<file path="src/scr_pkg.sv">
// shared constants and types of the serializer control register bank
package scr_pkg;

  localparam logic [7:0] ADDR_REG_OFS      = 8'h00;
  localparam logic [7:0] RST_REG_OFS       = 8'h01;
  localparam logic [7:0] CFG_REG_OFS       = 8'h03;

  localparam int         ADDR_OVR_BIT      = 0;
  localparam int         SLEEP_BIT         = 7;
  localparam int         FULL_RST_BIT      = 1;
  localparam int         KEEP_RST_BIT      = 0;
  localparam int         CFG_CRC_BIT       = 7;
  localparam int         CFG_AUTOACK_BIT   = 5;
  localparam int         CFG_FILT_BIT      = 4;
  localparam int         CFG_PASS_BIT      = 3;
  localparam int         CFG_PCLK_AUTO_BIT = 1;
  localparam int         CFG_EDGE_BIT      = 0;

  localparam logic [7:0] ADDR_REG_RST      = 8'h00;
  localparam logic [7:0] RST_REG_RST       = 8'h00;
  localparam logic [7:0] CFG_REG_RST       = 8'hd2;
  localparam logic [7:0] CFG_RW_MASK       = 8'hbb;
  localparam logic [7:0] UNMAPPED_READ     = 8'h00;

  // pin-selected slave addresses, index is the address select code
  localparam logic [7:0][6:0] PIN_ADDR_TABLE = {7'h1a, 7'h18, 7'h16, 7'h14, 7'h12, 7'h10, 7'h0e, 7'h0c};

  localparam int         MCLK_PERIOD_NS    = 25;
  localparam int         PCLK_LOSS_NS      = 1000;
  localparam int         PCLK_LOSS_CYC     = (PCLK_LOSS_NS + MCLK_PERIOD_NS - 1) / MCLK_PERIOD_NS;
  localparam int         LOSS_W            = $clog2(PCLK_LOSS_CYC + 1);
  localparam logic [LOSS_W-1:0] LOSS_LAST  = LOSS_W'(PCLK_LOSS_CYC - 1);
  localparam int         FILTER_MIN_STROBES = 2;

  typedef enum logic [2:0] {
    I2C_IDLE = 3'b000,
    I2C_ADDR = 3'b001,
    I2C_ACK  = 3'b011,
    I2C_WR   = 3'b010,
    I2C_RD   = 3'b110,
    I2C_MACK = 3'b111,
    I2C_WAIT = 3'b101
  } scr_i2c_e;

  typedef struct packed {
    logic [23:0] rgb;
    logic        hs;
    logic        vs;
    logic        de;
  } scr_vid_s;

  typedef struct packed {
    logic       start;
    logic       stop;
    logic       valid;
    logic       rd_req;
    logic [7:0] data;
  } scr_fwd_s;

  typedef struct packed {
    logic       dout;
    logic [1:0] cnt;
  } scr_filt_s;

endpackage

</file>
<file path="src/scr_control_regs.sv">
// serializer control registers behind an i2c-compatible slave, with video capture and clock watch
module scr_control_regs (
  input  wire logic             mclk,
  input  wire logic             rst_n,
  input  wire logic             scl_in,
  output logic                  scl_out,
  output logic                  scl_oe,
  input  wire logic             sda_in,
  output logic                  sda_out,
  output logic                  sda_oe,
  input  wire logic [2:0]       address_select_pin,
  input  wire logic             pclk_in,
  input  wire scr_pkg::scr_vid_s vid_in,
  input  wire logic             link_detected,
  input  wire logic [6:0]       remote_target_addr,
  output scr_pkg::scr_fwd_s     fwd,
  input  wire logic             fwd_ack_valid,
  input  wire logic             fwd_ack,
  input  wire logic             fwd_rdata_valid,
  input  wire logic [7:0]       fwd_rdata,
  output scr_pkg::scr_vid_s     vid_out,
  output logic                  vid_strobe,
  output logic                  power_down,
  output logic                  osc_select,
  output logic                  crc_check_en,
  output logic                  pass_through_en,
  output logic                  full_logic_reset,
  output logic                  logic_reset_keep_regs,
  output logic [6:0]            active_slave_addr
);

  typedef struct packed {
    scr_pkg::scr_i2c_e      st;
    logic [3:0]             bitcnt;
    logic [7:0]             shreg;
    logic                   rw;
    logic                   remote;
    logic                   first;
    logic                   mnack;
    logic                   sda_drv;
    logic                   scl_hold;
    logic                   rd_wait;
    logic [7:0]             ptr;
    logic [6:0]             dev_addr;
    logic                   addr_ovr;
    logic                   sleep;
    logic                   rst_full;
    logic                   rst_keep;
    logic [7:0]             cfg;
    logic [2:0]             scl_s;
    logic [2:0]             sda_s;
    logic [2:0]             pclk_s;
    logic [2:0]             id_s0;
    logic [2:0]             id_s1;
    scr_pkg::scr_vid_s      vid_s0;
    scr_pkg::scr_vid_s      vid_s1;
    logic [23:0]            rgb_cap;
    logic                   strobe;
    logic [scr_pkg::LOSS_W-1:0] loss_cnt;
    logic                   pclk_absent;
    scr_pkg::scr_fwd_s      fwd;
  } scr_state_s;

  scr_state_s q;
  scr_state_s d;
  logic [2:0] filt_in;
  logic [2:0] filt_out;
  logic       filt_clear;

  function automatic logic [7:0] reg_read(input scr_state_s s, input logic [7:0] a);
    logic [7:0] v;
    v = scr_pkg::UNMAPPED_READ;
    unique case (a)
      scr_pkg::ADDR_REG_OFS: v = {s.dev_addr, s.addr_ovr};
      scr_pkg::RST_REG_OFS:  v = {s.sleep, 5'h00, s.rst_full, s.rst_keep};
      scr_pkg::CFG_REG_OFS:  v = s.cfg;
      default:               v = scr_pkg::UNMAPPED_READ;
    endcase
    return v;
  endfunction

  function automatic scr_state_s reg_write(input scr_state_s s, input logic [7:0] a, input logic [7:0] v);
    scr_state_s r;
    r = s;
    unique case (a)
      scr_pkg::ADDR_REG_OFS: begin
        r.dev_addr = v[7:1];
        r.addr_ovr = v[scr_pkg::ADDR_OVR_BIT];
      end
      scr_pkg::RST_REG_OFS: begin
        r.sleep    = v[scr_pkg::SLEEP_BIT];
        r.rst_full = v[scr_pkg::FULL_RST_BIT];
        r.rst_keep = v[scr_pkg::KEEP_RST_BIT];
      end
      scr_pkg::CFG_REG_OFS: begin
        r.cfg = (v & scr_pkg::CFG_RW_MASK) | (scr_pkg::CFG_REG_RST & ~scr_pkg::CFG_RW_MASK);
      end
      default: r = s;
    endcase
    return r;
  endfunction

  function automatic scr_state_s begin_read(input scr_state_s s);
    scr_state_s r;
    r = s;
    if (s.remote) begin
      r.fwd.rd_req = 1'b1;
      r.rd_wait    = 1'b1;
      r.scl_hold   = 1'b1;
      r.sda_drv    = 1'b0;
      r.st         = scr_pkg::I2C_WAIT;
    end else begin
      r.shreg   = reg_read(s, s.ptr);
      r.ptr     = 8'(s.ptr + 8'h01);
      r.sda_drv = ~r.shreg[7];
      r.bitcnt  = 4'h1;
      r.st      = scr_pkg::I2C_RD;
    end
    return r;
  endfunction

  logic       scl_now;
  logic       sda_now;
  logic       scl_rise;
  logic       scl_fall;
  logic       bus_start;
  logic       bus_stop;
  logic       pclk_rise;
  logic       pclk_fall;
  logic       cap_edge;
  logic [6:0] own_addr;

  always_comb begin
    scl_now   = q.scl_s[1];
    sda_now   = q.sda_s[1];
    scl_rise  = scl_now & ~q.scl_s[2];
    scl_fall  = ~scl_now & q.scl_s[2];
    bus_start = scl_now & q.scl_s[2] & q.sda_s[2] & ~sda_now;
    bus_stop  = scl_now & q.scl_s[2] & ~q.sda_s[2] & sda_now;
    pclk_rise = q.pclk_s[1] & ~q.pclk_s[2];
    pclk_fall = ~q.pclk_s[1] & q.pclk_s[2];
    cap_edge  = q.cfg[scr_pkg::CFG_EDGE_BIT] ? pclk_rise : pclk_fall;
    own_addr  = q.addr_ovr ? q.dev_addr : scr_pkg::PIN_ADDR_TABLE[q.id_s1];

    d = q;
    d.scl_s     = {q.scl_s[1], q.scl_s[0], scl_in};
    d.sda_s     = {q.sda_s[1], q.sda_s[0], sda_in};
    d.pclk_s    = {q.pclk_s[1], q.pclk_s[0], pclk_in};
    d.id_s0     = address_select_pin;
    d.id_s1     = q.id_s0;
    d.vid_s0    = vid_in;
    d.vid_s1    = q.vid_s0;
    d.fwd.start = 1'b0;
    d.fwd.stop  = 1'b0;
    d.fwd.valid = 1'b0;
    d.fwd.rd_req = 1'b0;
    d.rst_full  = 1'b0;
    d.rst_keep  = 1'b0;

    if (q.rst_full) begin
      d.dev_addr = scr_pkg::ADDR_REG_RST[7:1];
      d.addr_ovr = scr_pkg::ADDR_REG_RST[scr_pkg::ADDR_OVR_BIT];
      d.sleep    = scr_pkg::RST_REG_RST[scr_pkg::SLEEP_BIT];
      d.cfg      = scr_pkg::CFG_REG_RST;
      d.ptr      = 8'h00;
    end

    if (bus_stop) begin
      d.fwd.stop = q.remote;
      d.st       = scr_pkg::I2C_IDLE;
      d.sda_drv  = 1'b0;
      d.scl_hold = 1'b0;
      d.rd_wait  = 1'b0;
      d.remote   = 1'b0;
    end else if (bus_start) begin
      d.st       = scr_pkg::I2C_ADDR;
      d.bitcnt   = 4'h0;
      d.sda_drv  = 1'b0;
      d.scl_hold = 1'b0;
      d.rd_wait  = 1'b0;
    end else begin
      unique case (q.st)
        scr_pkg::I2C_IDLE: begin
          d.sda_drv = 1'b0;
        end
        scr_pkg::I2C_ADDR: begin
          if (scl_rise) begin
            d.shreg  = {q.shreg[6:0], sda_now};
            d.bitcnt = 4'(q.bitcnt + 4'h1);
          end else if (scl_fall && q.bitcnt == 4'h8) begin
            d.rw     = q.shreg[0];
            d.bitcnt = 4'h0;
            if (q.shreg[7:1] == own_addr) begin
              d.remote  = 1'b0;
              d.first   = 1'b1;
              d.sda_drv = 1'b1;
              d.st      = scr_pkg::I2C_ACK;
            end else if (q.shreg[7:1] == remote_target_addr || q.cfg[scr_pkg::CFG_PASS_BIT]) begin
              d.remote    = 1'b1;
              d.fwd.start = 1'b1;
              d.fwd.valid = 1'b1;
              d.fwd.data  = q.shreg;
              if (q.cfg[scr_pkg::CFG_AUTOACK_BIT] && !q.shreg[0]) begin
                d.sda_drv = 1'b1;
                d.st      = scr_pkg::I2C_ACK;
              end else begin
                d.scl_hold = 1'b1;
                d.st       = scr_pkg::I2C_WAIT;
              end
            end else begin
              d.st = scr_pkg::I2C_IDLE;
            end
          end
        end
        scr_pkg::I2C_WAIT: begin
          if (q.rd_wait && fwd_rdata_valid) begin
            d.shreg    = fwd_rdata;
            d.rd_wait  = 1'b0;
            d.scl_hold = 1'b0;
            d.sda_drv  = ~fwd_rdata[7];
            d.bitcnt   = 4'h1;
            d.st       = scr_pkg::I2C_RD;
          end else if (!q.rd_wait && fwd_ack_valid) begin
            d.scl_hold = 1'b0;
            d.sda_drv  = fwd_ack;
            d.st       = scr_pkg::I2C_ACK;
          end
        end
        scr_pkg::I2C_ACK: begin
          if (scl_fall) begin
            if (!q.sda_drv) begin
              d.st = scr_pkg::I2C_IDLE;
            end else if (q.rw) begin
              d = begin_read(d);
            end else begin
              d.sda_drv = 1'b0;
              d.bitcnt  = 4'h0;
              d.st      = scr_pkg::I2C_WR;
            end
          end
        end
        scr_pkg::I2C_WR: begin
          if (scl_rise) begin
            d.shreg  = {q.shreg[6:0], sda_now};
            d.bitcnt = 4'(q.bitcnt + 4'h1);
          end else if (scl_fall && q.bitcnt == 4'h8) begin
            d.bitcnt = 4'h0;
            if (q.remote) begin
              d.fwd.valid = 1'b1;
              d.fwd.data  = q.shreg;
              if (q.cfg[scr_pkg::CFG_AUTOACK_BIT]) begin
                d.sda_drv = 1'b1;
                d.st      = scr_pkg::I2C_ACK;
              end else begin
                d.scl_hold = 1'b1;
                d.st       = scr_pkg::I2C_WAIT;
              end
            end else begin
              if (q.first) begin
                d.ptr   = q.shreg;
                d.first = 1'b0;
              end else begin
                d     = reg_write(d, q.ptr, q.shreg);
                d.ptr = 8'(q.ptr + 8'h01);
              end
              d.sda_drv = 1'b1;
              d.st      = scr_pkg::I2C_ACK;
            end
          end
        end
        scr_pkg::I2C_RD: begin
          if (scl_fall) begin
            if (q.bitcnt == 4'h8) begin
              d.sda_drv = 1'b0;
              d.st      = scr_pkg::I2C_MACK;
            end else begin
              d.sda_drv = ~q.shreg[3'(4'h7 - q.bitcnt)];
              d.bitcnt  = 4'(q.bitcnt + 4'h1);
            end
          end
        end
        scr_pkg::I2C_MACK: begin
          if (scl_rise) begin
            d.mnack = sda_now;
          end else if (scl_fall) begin
            if (q.mnack) begin
              d.st = scr_pkg::I2C_IDLE;
            end else begin
              d = begin_read(d);
            end
          end
        end
        default: begin
          d.st       = scr_pkg::I2C_IDLE;
          d.sda_drv  = 1'b0;
          d.scl_hold = 1'b0;
        end
      endcase
    end

    d.strobe = cap_edge;
    if (cap_edge) begin
      d.rgb_cap = q.vid_s1.rgb;
    end
    if (pclk_rise || pclk_fall) begin
      d.loss_cnt    = '0;
      d.pclk_absent = 1'b0;
    end else if (q.loss_cnt == scr_pkg::LOSS_LAST) begin
      d.pclk_absent = 1'b1;
    end else begin
      d.loss_cnt = scr_pkg::LOSS_W'(q.loss_cnt + 1'b1);
    end

    if (q.rst_full || q.rst_keep) begin
      d.rgb_cap     = 24'h000000;
      d.strobe      = 1'b0;
      d.loss_cnt    = '0;
      d.pclk_absent = 1'b0;
    end
  end

  always_ff @(posedge mclk or negedge rst_n) begin
    if (!rst_n) begin
      q          <= '0;
      q.st       <= scr_pkg::I2C_IDLE;
      q.dev_addr <= scr_pkg::ADDR_REG_RST[7:1];
      q.addr_ovr <= scr_pkg::ADDR_REG_RST[scr_pkg::ADDR_OVR_BIT];
      q.sleep    <= scr_pkg::RST_REG_RST[scr_pkg::SLEEP_BIT];
      q.cfg      <= scr_pkg::CFG_REG_RST;
      q.scl_s    <= 3'h7;
      q.sda_s    <= 3'h7;
      q.mnack    <= 1'b1;
    end else begin
      q <= d;
    end
  end

  assign filt_in    = {q.vid_s1.hs, q.vid_s1.vs, q.vid_s1.de};
  assign filt_clear = q.rst_full | q.rst_keep;

  genvar gi;
  generate
    for (gi = 0; gi < 3; gi++) begin : g_filt
      scr_sync_filter u_filt (
        .mclk   (mclk),
        .rst_n  (rst_n),
        .clear  (filt_clear),
        .strobe (cap_edge),
        .enable (q.cfg[scr_pkg::CFG_FILT_BIT]),
        .din    (filt_in[gi]),
        .dout   (filt_out[gi])
      );
    end
  endgenerate

  assign vid_out               = {q.rgb_cap, filt_out};
  assign vid_strobe            = q.strobe;
  assign scl_out               = 1'b0;
  assign sda_out               = 1'b0;
  assign scl_oe                = q.scl_hold;
  assign sda_oe                = q.sda_drv;
  assign fwd                   = q.fwd;
  assign power_down            = q.sleep & ~link_detected;
  assign osc_select            = q.cfg[scr_pkg::CFG_PCLK_AUTO_BIT] & q.pclk_absent;
  assign crc_check_en          = q.cfg[scr_pkg::CFG_CRC_BIT];
  assign pass_through_en       = q.cfg[scr_pkg::CFG_PASS_BIT];
  assign full_logic_reset      = q.rst_full;
  assign logic_reset_keep_regs = q.rst_keep;
  assign active_slave_addr     = own_addr;

endmodule

</file>
<file path="src/scr_sync_filter.sv">
// two-strobe pulse filter for one sync or valid input
module scr_sync_filter (
  input  wire logic mclk,
  input  wire logic rst_n,
  input  wire logic clear,
  input  wire logic strobe,
  input  wire logic enable,
  input  wire logic din,
  output logic      dout
);

  scr_pkg::scr_filt_s q;
  scr_pkg::scr_filt_s d;

  always_comb begin
    d = q;
    if (clear) begin
      d = '0;
    end else if (strobe) begin
      if (!enable) begin
        d.dout = din;
        d.cnt  = 2'h0;
      end else if (din == q.dout) begin
        d.cnt = 2'h0;
      end else if (q.cnt == 2'(scr_pkg::FILTER_MIN_STROBES - 1)) begin
        d.dout = din;
        d.cnt  = 2'h0;
      end else begin
        d.cnt = 2'(q.cnt + 2'h1);
      end
    end
  end

  always_ff @(posedge mclk or negedge rst_n) begin
    if (!rst_n) begin
      q <= '0;
    end else begin
      q <= d;
    end
  end

  assign dout = q.dout;

endmodule

</file>
<file path="config.mk">
export PLATFORM = sky130hd
export DESIGN_NAME = scr_control_regs
export DESIGN_NICKNAME = d
export VERILOG_FILES = /design/src/scr_pkg.sv /design/src/scr_control_regs.sv /design/src/scr_sync_filter.sv
export SDC_FILE = /design/constraint.sdc
export NUM_CORES = 1
export LEC_CHECK = 0
export ABC_AREA = 1
export BUFFER_PORTS_ARGS = -buffer_cell sky130_fd_sc_hd__buf_2
export CAP_MARGIN = 20
export CELL_PAD_IN_SITES_DETAIL_PLACEMENT = 0
export CELL_PAD_IN_SITES_GLOBAL_PLACEMENT = 1
export CORE_MARGIN = 2
export CORE_UTILIZATION = 47
export CTS_CLUSTER_DIAMETER = 150
export CTS_CLUSTER_SIZE = 16
export DETAILED_ROUTE_END_ITERATION = 8
export GPL_ROUTABILITY_DRIVEN = 0
export PLACE_DENSITY_LB_ADDON = 0.1
export SETUP_SLACK_MARGIN = 0.5
export SLEW_MARGIN = 20
export SYNTH_ARGS = -nofsm -noshare
export SYNTH_HDL_FRONTEND = slang
export SYNTH_SLANG_ARGS = --single-unit
</file>
<file path="constraint.sdc">
create_clock -name mclk -period 3 [get_ports mclk]
set_input_delay 0.9 -clock mclk [delete_from_list [all_inputs] [get_ports mclk]]
set_output_delay 0.9 -clock mclk [all_outputs]
set_load 0.02 [all_outputs]
</file>
== Yosys cells after proc, flatten, opt, wreduce, memory -nomap -nowiden ==
Memory sizes are Yosys's and may differ from the RTL's.
Cells that the tools add are included.

* RAM bits: 0
* Register bits: 171
* Word-level logic and storage cells: 393
* Memories kept: 1
* Bits in read-only memories: 56
* Output and inout port bits: 57
* Input bits: 54
* Latch bits: 0

{| class="wikitable"
|+ Memories
! memory !! words !! bits a word !! read ports !! clocked after Yosys merged registers in !! write ports !! RTL line !! RTL
|-
| (no name shown) || 8 || 7 || 1 || 0 || 0 || scr_control_regs.sv:143 || <nowiki>own_addr = q.addr_ovr ? q.dev_addr : scr_pkg::PIN_ADDR_TABLE[q.id_s1];</nowiki>
|}

* Reduce and logical (&&, ||, !) cells: 37
* Divide/modulo/power cells: 0
* $lt $le $gt $ge: 2
* Multiplexer cells: 177
* Bitwise operators: 27
* Equality and inequality tests: 96
* Shifts and indexed selects: 0
* Multipliers: 0
* Add/subtract/negate cells: 8

{| class="wikitable"
|+ Operators by type and width
! operator !! count
|-
| 132-bit 2-to-1 mux || 7
|-
| 162-bit 2-to-1 mux || 3
|-
| 128-bit case mux with 3 select lines || 1
|-
| 159-bit 2-to-1 mux || 2
|-
| 8-bit 2-to-1 mux || 24
|-
| 27-bit 2-to-1 mux || 7
|-
| 147-bit 2-to-1 mux || 1
|-
| 143-bit 2-to-1 mux || 1
|-
| 142-bit 2-to-1 mux || 1
|-
| 140-bit 2-to-1 mux || 1
|-
| 12-bit 2-to-1 mux || 11
|-
| 131-bit 2-to-1 mux || 1
|-
| 129-bit 2-to-1 mux || 1
|-
| 4-bit != test, second input constant || 23
|-
| 3-bit 2-to-1 mux || 28
|-
| 3-bit != test, second input constant || 22
|-
| 7-bit 2-to-1 mux || 7
|-
| 2-bit != test, second input constant || 20
|-
| 8-bit case mux with 5 select lines || 1
|-
| 4-bit 2-to-1 mux || 9
|-
| 1-bit 2-to-1 mux || 35
|-
| 17-bit AND reduction || 2
|-
| 32-bit 2-to-1 mux || 1
|-
| 8-bit case mux with 4 select lines || 1
|-
| other kinds (55) || 137
|}

== Depth between registers and ports, before layout ==
* Depth in word-level cells: 26
* Depth in mapped cells: 15

== Modules after synthesis ==
A second synthesis with hierarchy kept.

* Cell total of the unflattened synthesis: 1,097
* Area total of the unflattened synthesis: 8,909.8 sq um

{| class="wikitable"
|+ By module, submodules not included
! module !! area each (sq um) !! instances !! cells an instance
|-
| scr_control_regs || 8,369.3 || 1 || 1,022
|-
| scr_sync_filter || 180.2 || 3 || 25
|}

== Worst setup path after synthesis ==
OpenSTA, ideal clock, no wires.

* Path type: input to output
* From: input port link_detected
* To: output port power_down
* Data arrival time: 1.193 ns
* Stages on the path: 1
* Buffers on the path: 0
* Setup slack: 0.907 ns
* Cells stage by stage: nor2_1

* Cells in the longest elaborated chain, start to end: 2

{| class="wikitable"
|+ RTL lines
! what !! RTL line !! RTL
|-
| start: declaration || scr_control_regs.sv:14 || <nowiki>input wire logic link_detected,</nowiki>
|-
| 1-bit NOT || scr_control_regs.sv:363 || <nowiki>assign power_down = q.sleep & ~link_detected;</nowiki>
|-
| 1-bit bitwise AND || scr_control_regs.sv:363 ||
|-
| end: declaration || scr_control_regs.sv:23 || <nowiki>output logic power_down,</nowiki>
|}

Every way passes these cells.

== Final worst setup path ==
* From: register q[99] (netlist name)
* To: output port active_slave_addr[3]

* Cells in the longest elaborated chain, start to end: 3

{| class="wikitable"
|+ RTL lines
! what !! RTL line !! RTL
|-
| start: declaration || scr_control_regs.sv:64 || <nowiki>scr_state_s q;</nowiki>
|-
| memory 8 x 7 bit || - ||
|-
| 7-bit 2-to-1 mux (implied by the code) || scr_control_regs.sv:143 ||
|-
| 7-bit 2-to-1 mux || scr_control_regs.sv:143 ||
|-
| end: declaration || scr_control_regs.sv:29 || <nowiki>output logic [6:0] active_slave_addr</nowiki>
|}

Every way passes these cells. The select of a mux whose other input is x is not followed.

==> run summary <==
## Die
• **Die Outline Area** 19,300 µm²
• **Rows** 49
• **IO Pins** 111
• **overall die height** 139 µm
• **Die X** 139 µm
• **effective utilization at floorplan** 47.7%
• **area of the core** 17,900 µm²

## Synth
• **number of instances in the synthesized netlist** 1,006
• **share of Yosys cell area claimed by the top area cell type** 46.9%
• **Yosys Warn Count** 0
• **mapped cell area** 8540 µm²
• **cell type with the largest total area after synthesis** dfrtp_1
• **most frequently used flop master after synthesis** dfrtp_1
• **top-count cell post-synth** nand2_1
• **post-synthesis cell type count** 50
• **synthesized area per cell** 8.49 µm²
• **register area share after synthesis** 50.3%
• **most used standard cells in the synthesized netlist** nand2_1, dfrtp_1, nor2_1, inv_1, o21ai_0
• **Async S/R FF share, synth** 100%
• **EDFF count, synth** 0
• **largest cells by area after synthesis** dfrtp_1, nand2_1, nor2_1
• **synthesized flop and latch total** 171

## Critical path
• **family of cells with the greatest summed delay on the critical path** flip-flops
• **Worst Path Buf+Inv** 3
• **required time worst endpoint** 2.10 ns
• **CP Launch Type** flip-flop
• **crit path max fanout** 2
• **depth of the critical timing path with buffers and inverters included** 6
• **largest stage delay on the critical path** 0.35 ns
• **startpoint-to-endpoint class of the critical path** reg -> out
• **type of element capturing the critical path** output pin
• **chain of cells forming the critical path** inv_1 -> ha_1 -> inv_1 -> nand2_1 -> nand2_1 -> buf_2
• **Critical Path Slowest Stage Cell** dfrtp_1
• **R2R cell count** 11
• **CP arrival** 1.46 ns

## Cells and area
• **layout-stage area growth over the synthesis result** 13.4%
• **Cell Count, Final, Fillers Out** 1,325
• **share of final-layout standard cells stronger than drive strength 1** 20.9%
• **antenna diode instance count** 0
• **end-of-flow core utilization** 54.1%
• **net count of the finished layout** 1,150
• **number of filler cells placed in the layout** 1,740

## Power and ir drop
• **Power Density** 608 nW/µm²
• **net load switching power** 1.87 mW
• **Final Total Pwr** 5.88 mW
• **Static Leak** 4.91 nW
• **peak supply drop** 382 µV
• **Sequential Power Share** 46.3%
• **Switching Fraction** 31.7%
• **combinational share of power** 16.8%
• **share of total power in the clock network** 36.9%
• **internal power of the cells** 4.02 mW

## STA
• **share of the clock period used by the worst path** 78.5%
• **number of endpoints with negative hold slack in the final report** 0
• **number of pins with negative max-slew slack in the final report** 0
• **actual transition at the worst max-transition pin** 0.564 ns
• **RSZ-0062 raised after global routing** true
• **Fin Setup TNS** 0 ns
• **final-report setup violation count** 0
• **worst-case hold slack** 0.339 ns
• **clock skew after layout** 0.0131 ns
• **relative slew slack** 62.3%
• **maximum clock rate** 0.424 GHz
• **Tmin final** 2.36 ns

## Route
• **post-detailed-route DRC marker count** 0
• **routed via count divided by cell count** 5.25
• **number of detailed-route iterations in the first pass** 7
• **residual antenna-violating net count after detailed routing** 0
• **number of DRC markers after the initial detailed-route iteration** 448
• **Via Count** 6,950
• **detailed-route wire length per cell** 16.6 µm
• **Final Routed Wirelength** 22,100 µm

## Clocking
• **cell at the root of the clock tree** clkbuf_16
• **buffer depth of the longest clock path** 2
• **clock sink count** 171
• **Clk Latency, worst-skew pair** 0.43 ns
• **CTS clock-pin slew for the worst setup and hold paths** 0.07 ns
• **CTS HTree Levels** 4
• **TritonCTS clock tree** built
• **Post-CTS Hold Fix Bufs** 0
• **number of buffers created by CTS** 17

## GRT
• **global-route wire length before repair** 35,900 µm
• **via count of the first global-routing pass** 6,781
• **initial antenna violation count** 0
• **remaining global-route overflow** 0
• **pin count of the biggest net entering global routing** 61
• **Overall Global Routing Usage** 23.4%

## Min path
• **kind of path behind the tightest hold check** reg -> reg
• **Hold Path Depth** 0

## Placement
• **IO Port Bufs** 108
• **detailed placer's ending HPWL** 16,500 µm
• **total placed cells including tap cells** 1,291

## Flow run
• **number of max-cap violations** 0

## Outcome
• **result of the run** complete, no violations

==> power groups by stage <==
stage	registers [mW]	logic, mW	clock network (mW)
final	2.72	0.990	2.17
after global routing	2.75	1.11	2.33
after CTS	2.72	0.991	2.22
after detailed placement	2.76	0.986	0
after global placement	2.76	0.982	0
after floorplan	2.64	0.739	0
==> cells in the final DEF, fill, tap and decap left out, types with 11 or more instances in the layout <==
master	n
a22o_1	24
buf_4	13
clkbuf_16	17
dfrtp_1	159
ha_1	13
dfstp_2	11
inv_2	17
nor3_1	15
buf_2	107
o22ai_1	11
a21oi_1	30
o21ai_1	11
nor2_1	100
nand3_1	54
inv_1	87
nand2_1	242
o21ai_0	57
nand4_1	12
==> timing repair <==
item,in CTS,in global routing
hold endpoints to repair,0,0
resized for setup,0,10
setup endpoints to repair,0,31
buffers inserted,0,2
==> cell families (layout without fill, tap and decap cells) <==
family                   after synthesis  in the layout  synth area share (%)
AO/OA/AOI/OAI                        173            173                  12.8
AND/OR/NAND/NOR                      461            461                  23.6
other                                  1              2                0.0439
buffers and inverters                175            264                  10.1
XOR/XNOR                               9              9                 0.923
flip-flops                           171            171                  50.3
multiplexers                           3              3                 0.381
adder cells (fa/ha/maj)               13             13                  1.90
==> final cells by class <==
| class | count | area [µm²] | area share (%) |
|---|---|---|---|
| clock buffer | 18 | 429 | 4.43 |
| clock inverter | 14 | 155 | 1.60 |
| inverter | 109 | 414 | 4.28 |
| multi-input combinational | 661 | 3420 | 35.3 |
| sequential | 171 | 4290 | 44.3 |
| tap | 229 | 287 | 2.96 |
| timing repair buffer | 123 | 684 | 7.07 |
==> flip-flops by register name (all words and copies together), names as in the netlist, 3 cells and up <==
| signal | flops |
|---|---|
| vid_out | 24 |
| q | 116 |
| filt_in | 3 |
| g_filt.u_filt.dout | 3 |
| fwd | 12 |
| g_filt.u_filt.q | 6 |
==> layer usage <==
layer | wire, µm | vias up | global-route usage [%]
met2 | 10100 | 201 | 36.7
met3 | 1290 | 35 | 4.87
met5 | 0 | - | 0
met1 | 10200 | 3300 | 33.0
li1 | - | 3414 | -
met4 | 483 | 0 | 7.23
==> path summary, 6_finish.rpt <==
| path | startpoint | endpoint | slack [ns] |
|---|---|---|---|
| worst max-delay path | q[99] | active_slave_addr[3] | 0.64 |
| worst min-delay path | q[84] | q[57] | 0.34 |
| worst max register to register | q[155] | crc_check_en | 0.67 |
| worst min register to register | q[84] | q[57] | 0.34 |
| max in group asynchronous | rst_n | q[110] | 1.83 |
| min in group asynchronous | rst_n | filt_in[2] | 0.46 |
==> stage by stage <==
| stage | instance area, µm² | setup slack, ns |
|---|---|---|
| 3_5_place_dp | 9050 | 0.554 |
| 5_1_grt | 9680 | 0.468 |
| 2_1_floorplan | 8540 | 0.907 |
| 3_3_place_gp | 9050 | 0.587 |
| 6_report | 9680 | 0.644 |
| 4_1_cts | 9640 | 0.504 |
Power figures use the tool's default switching activity.
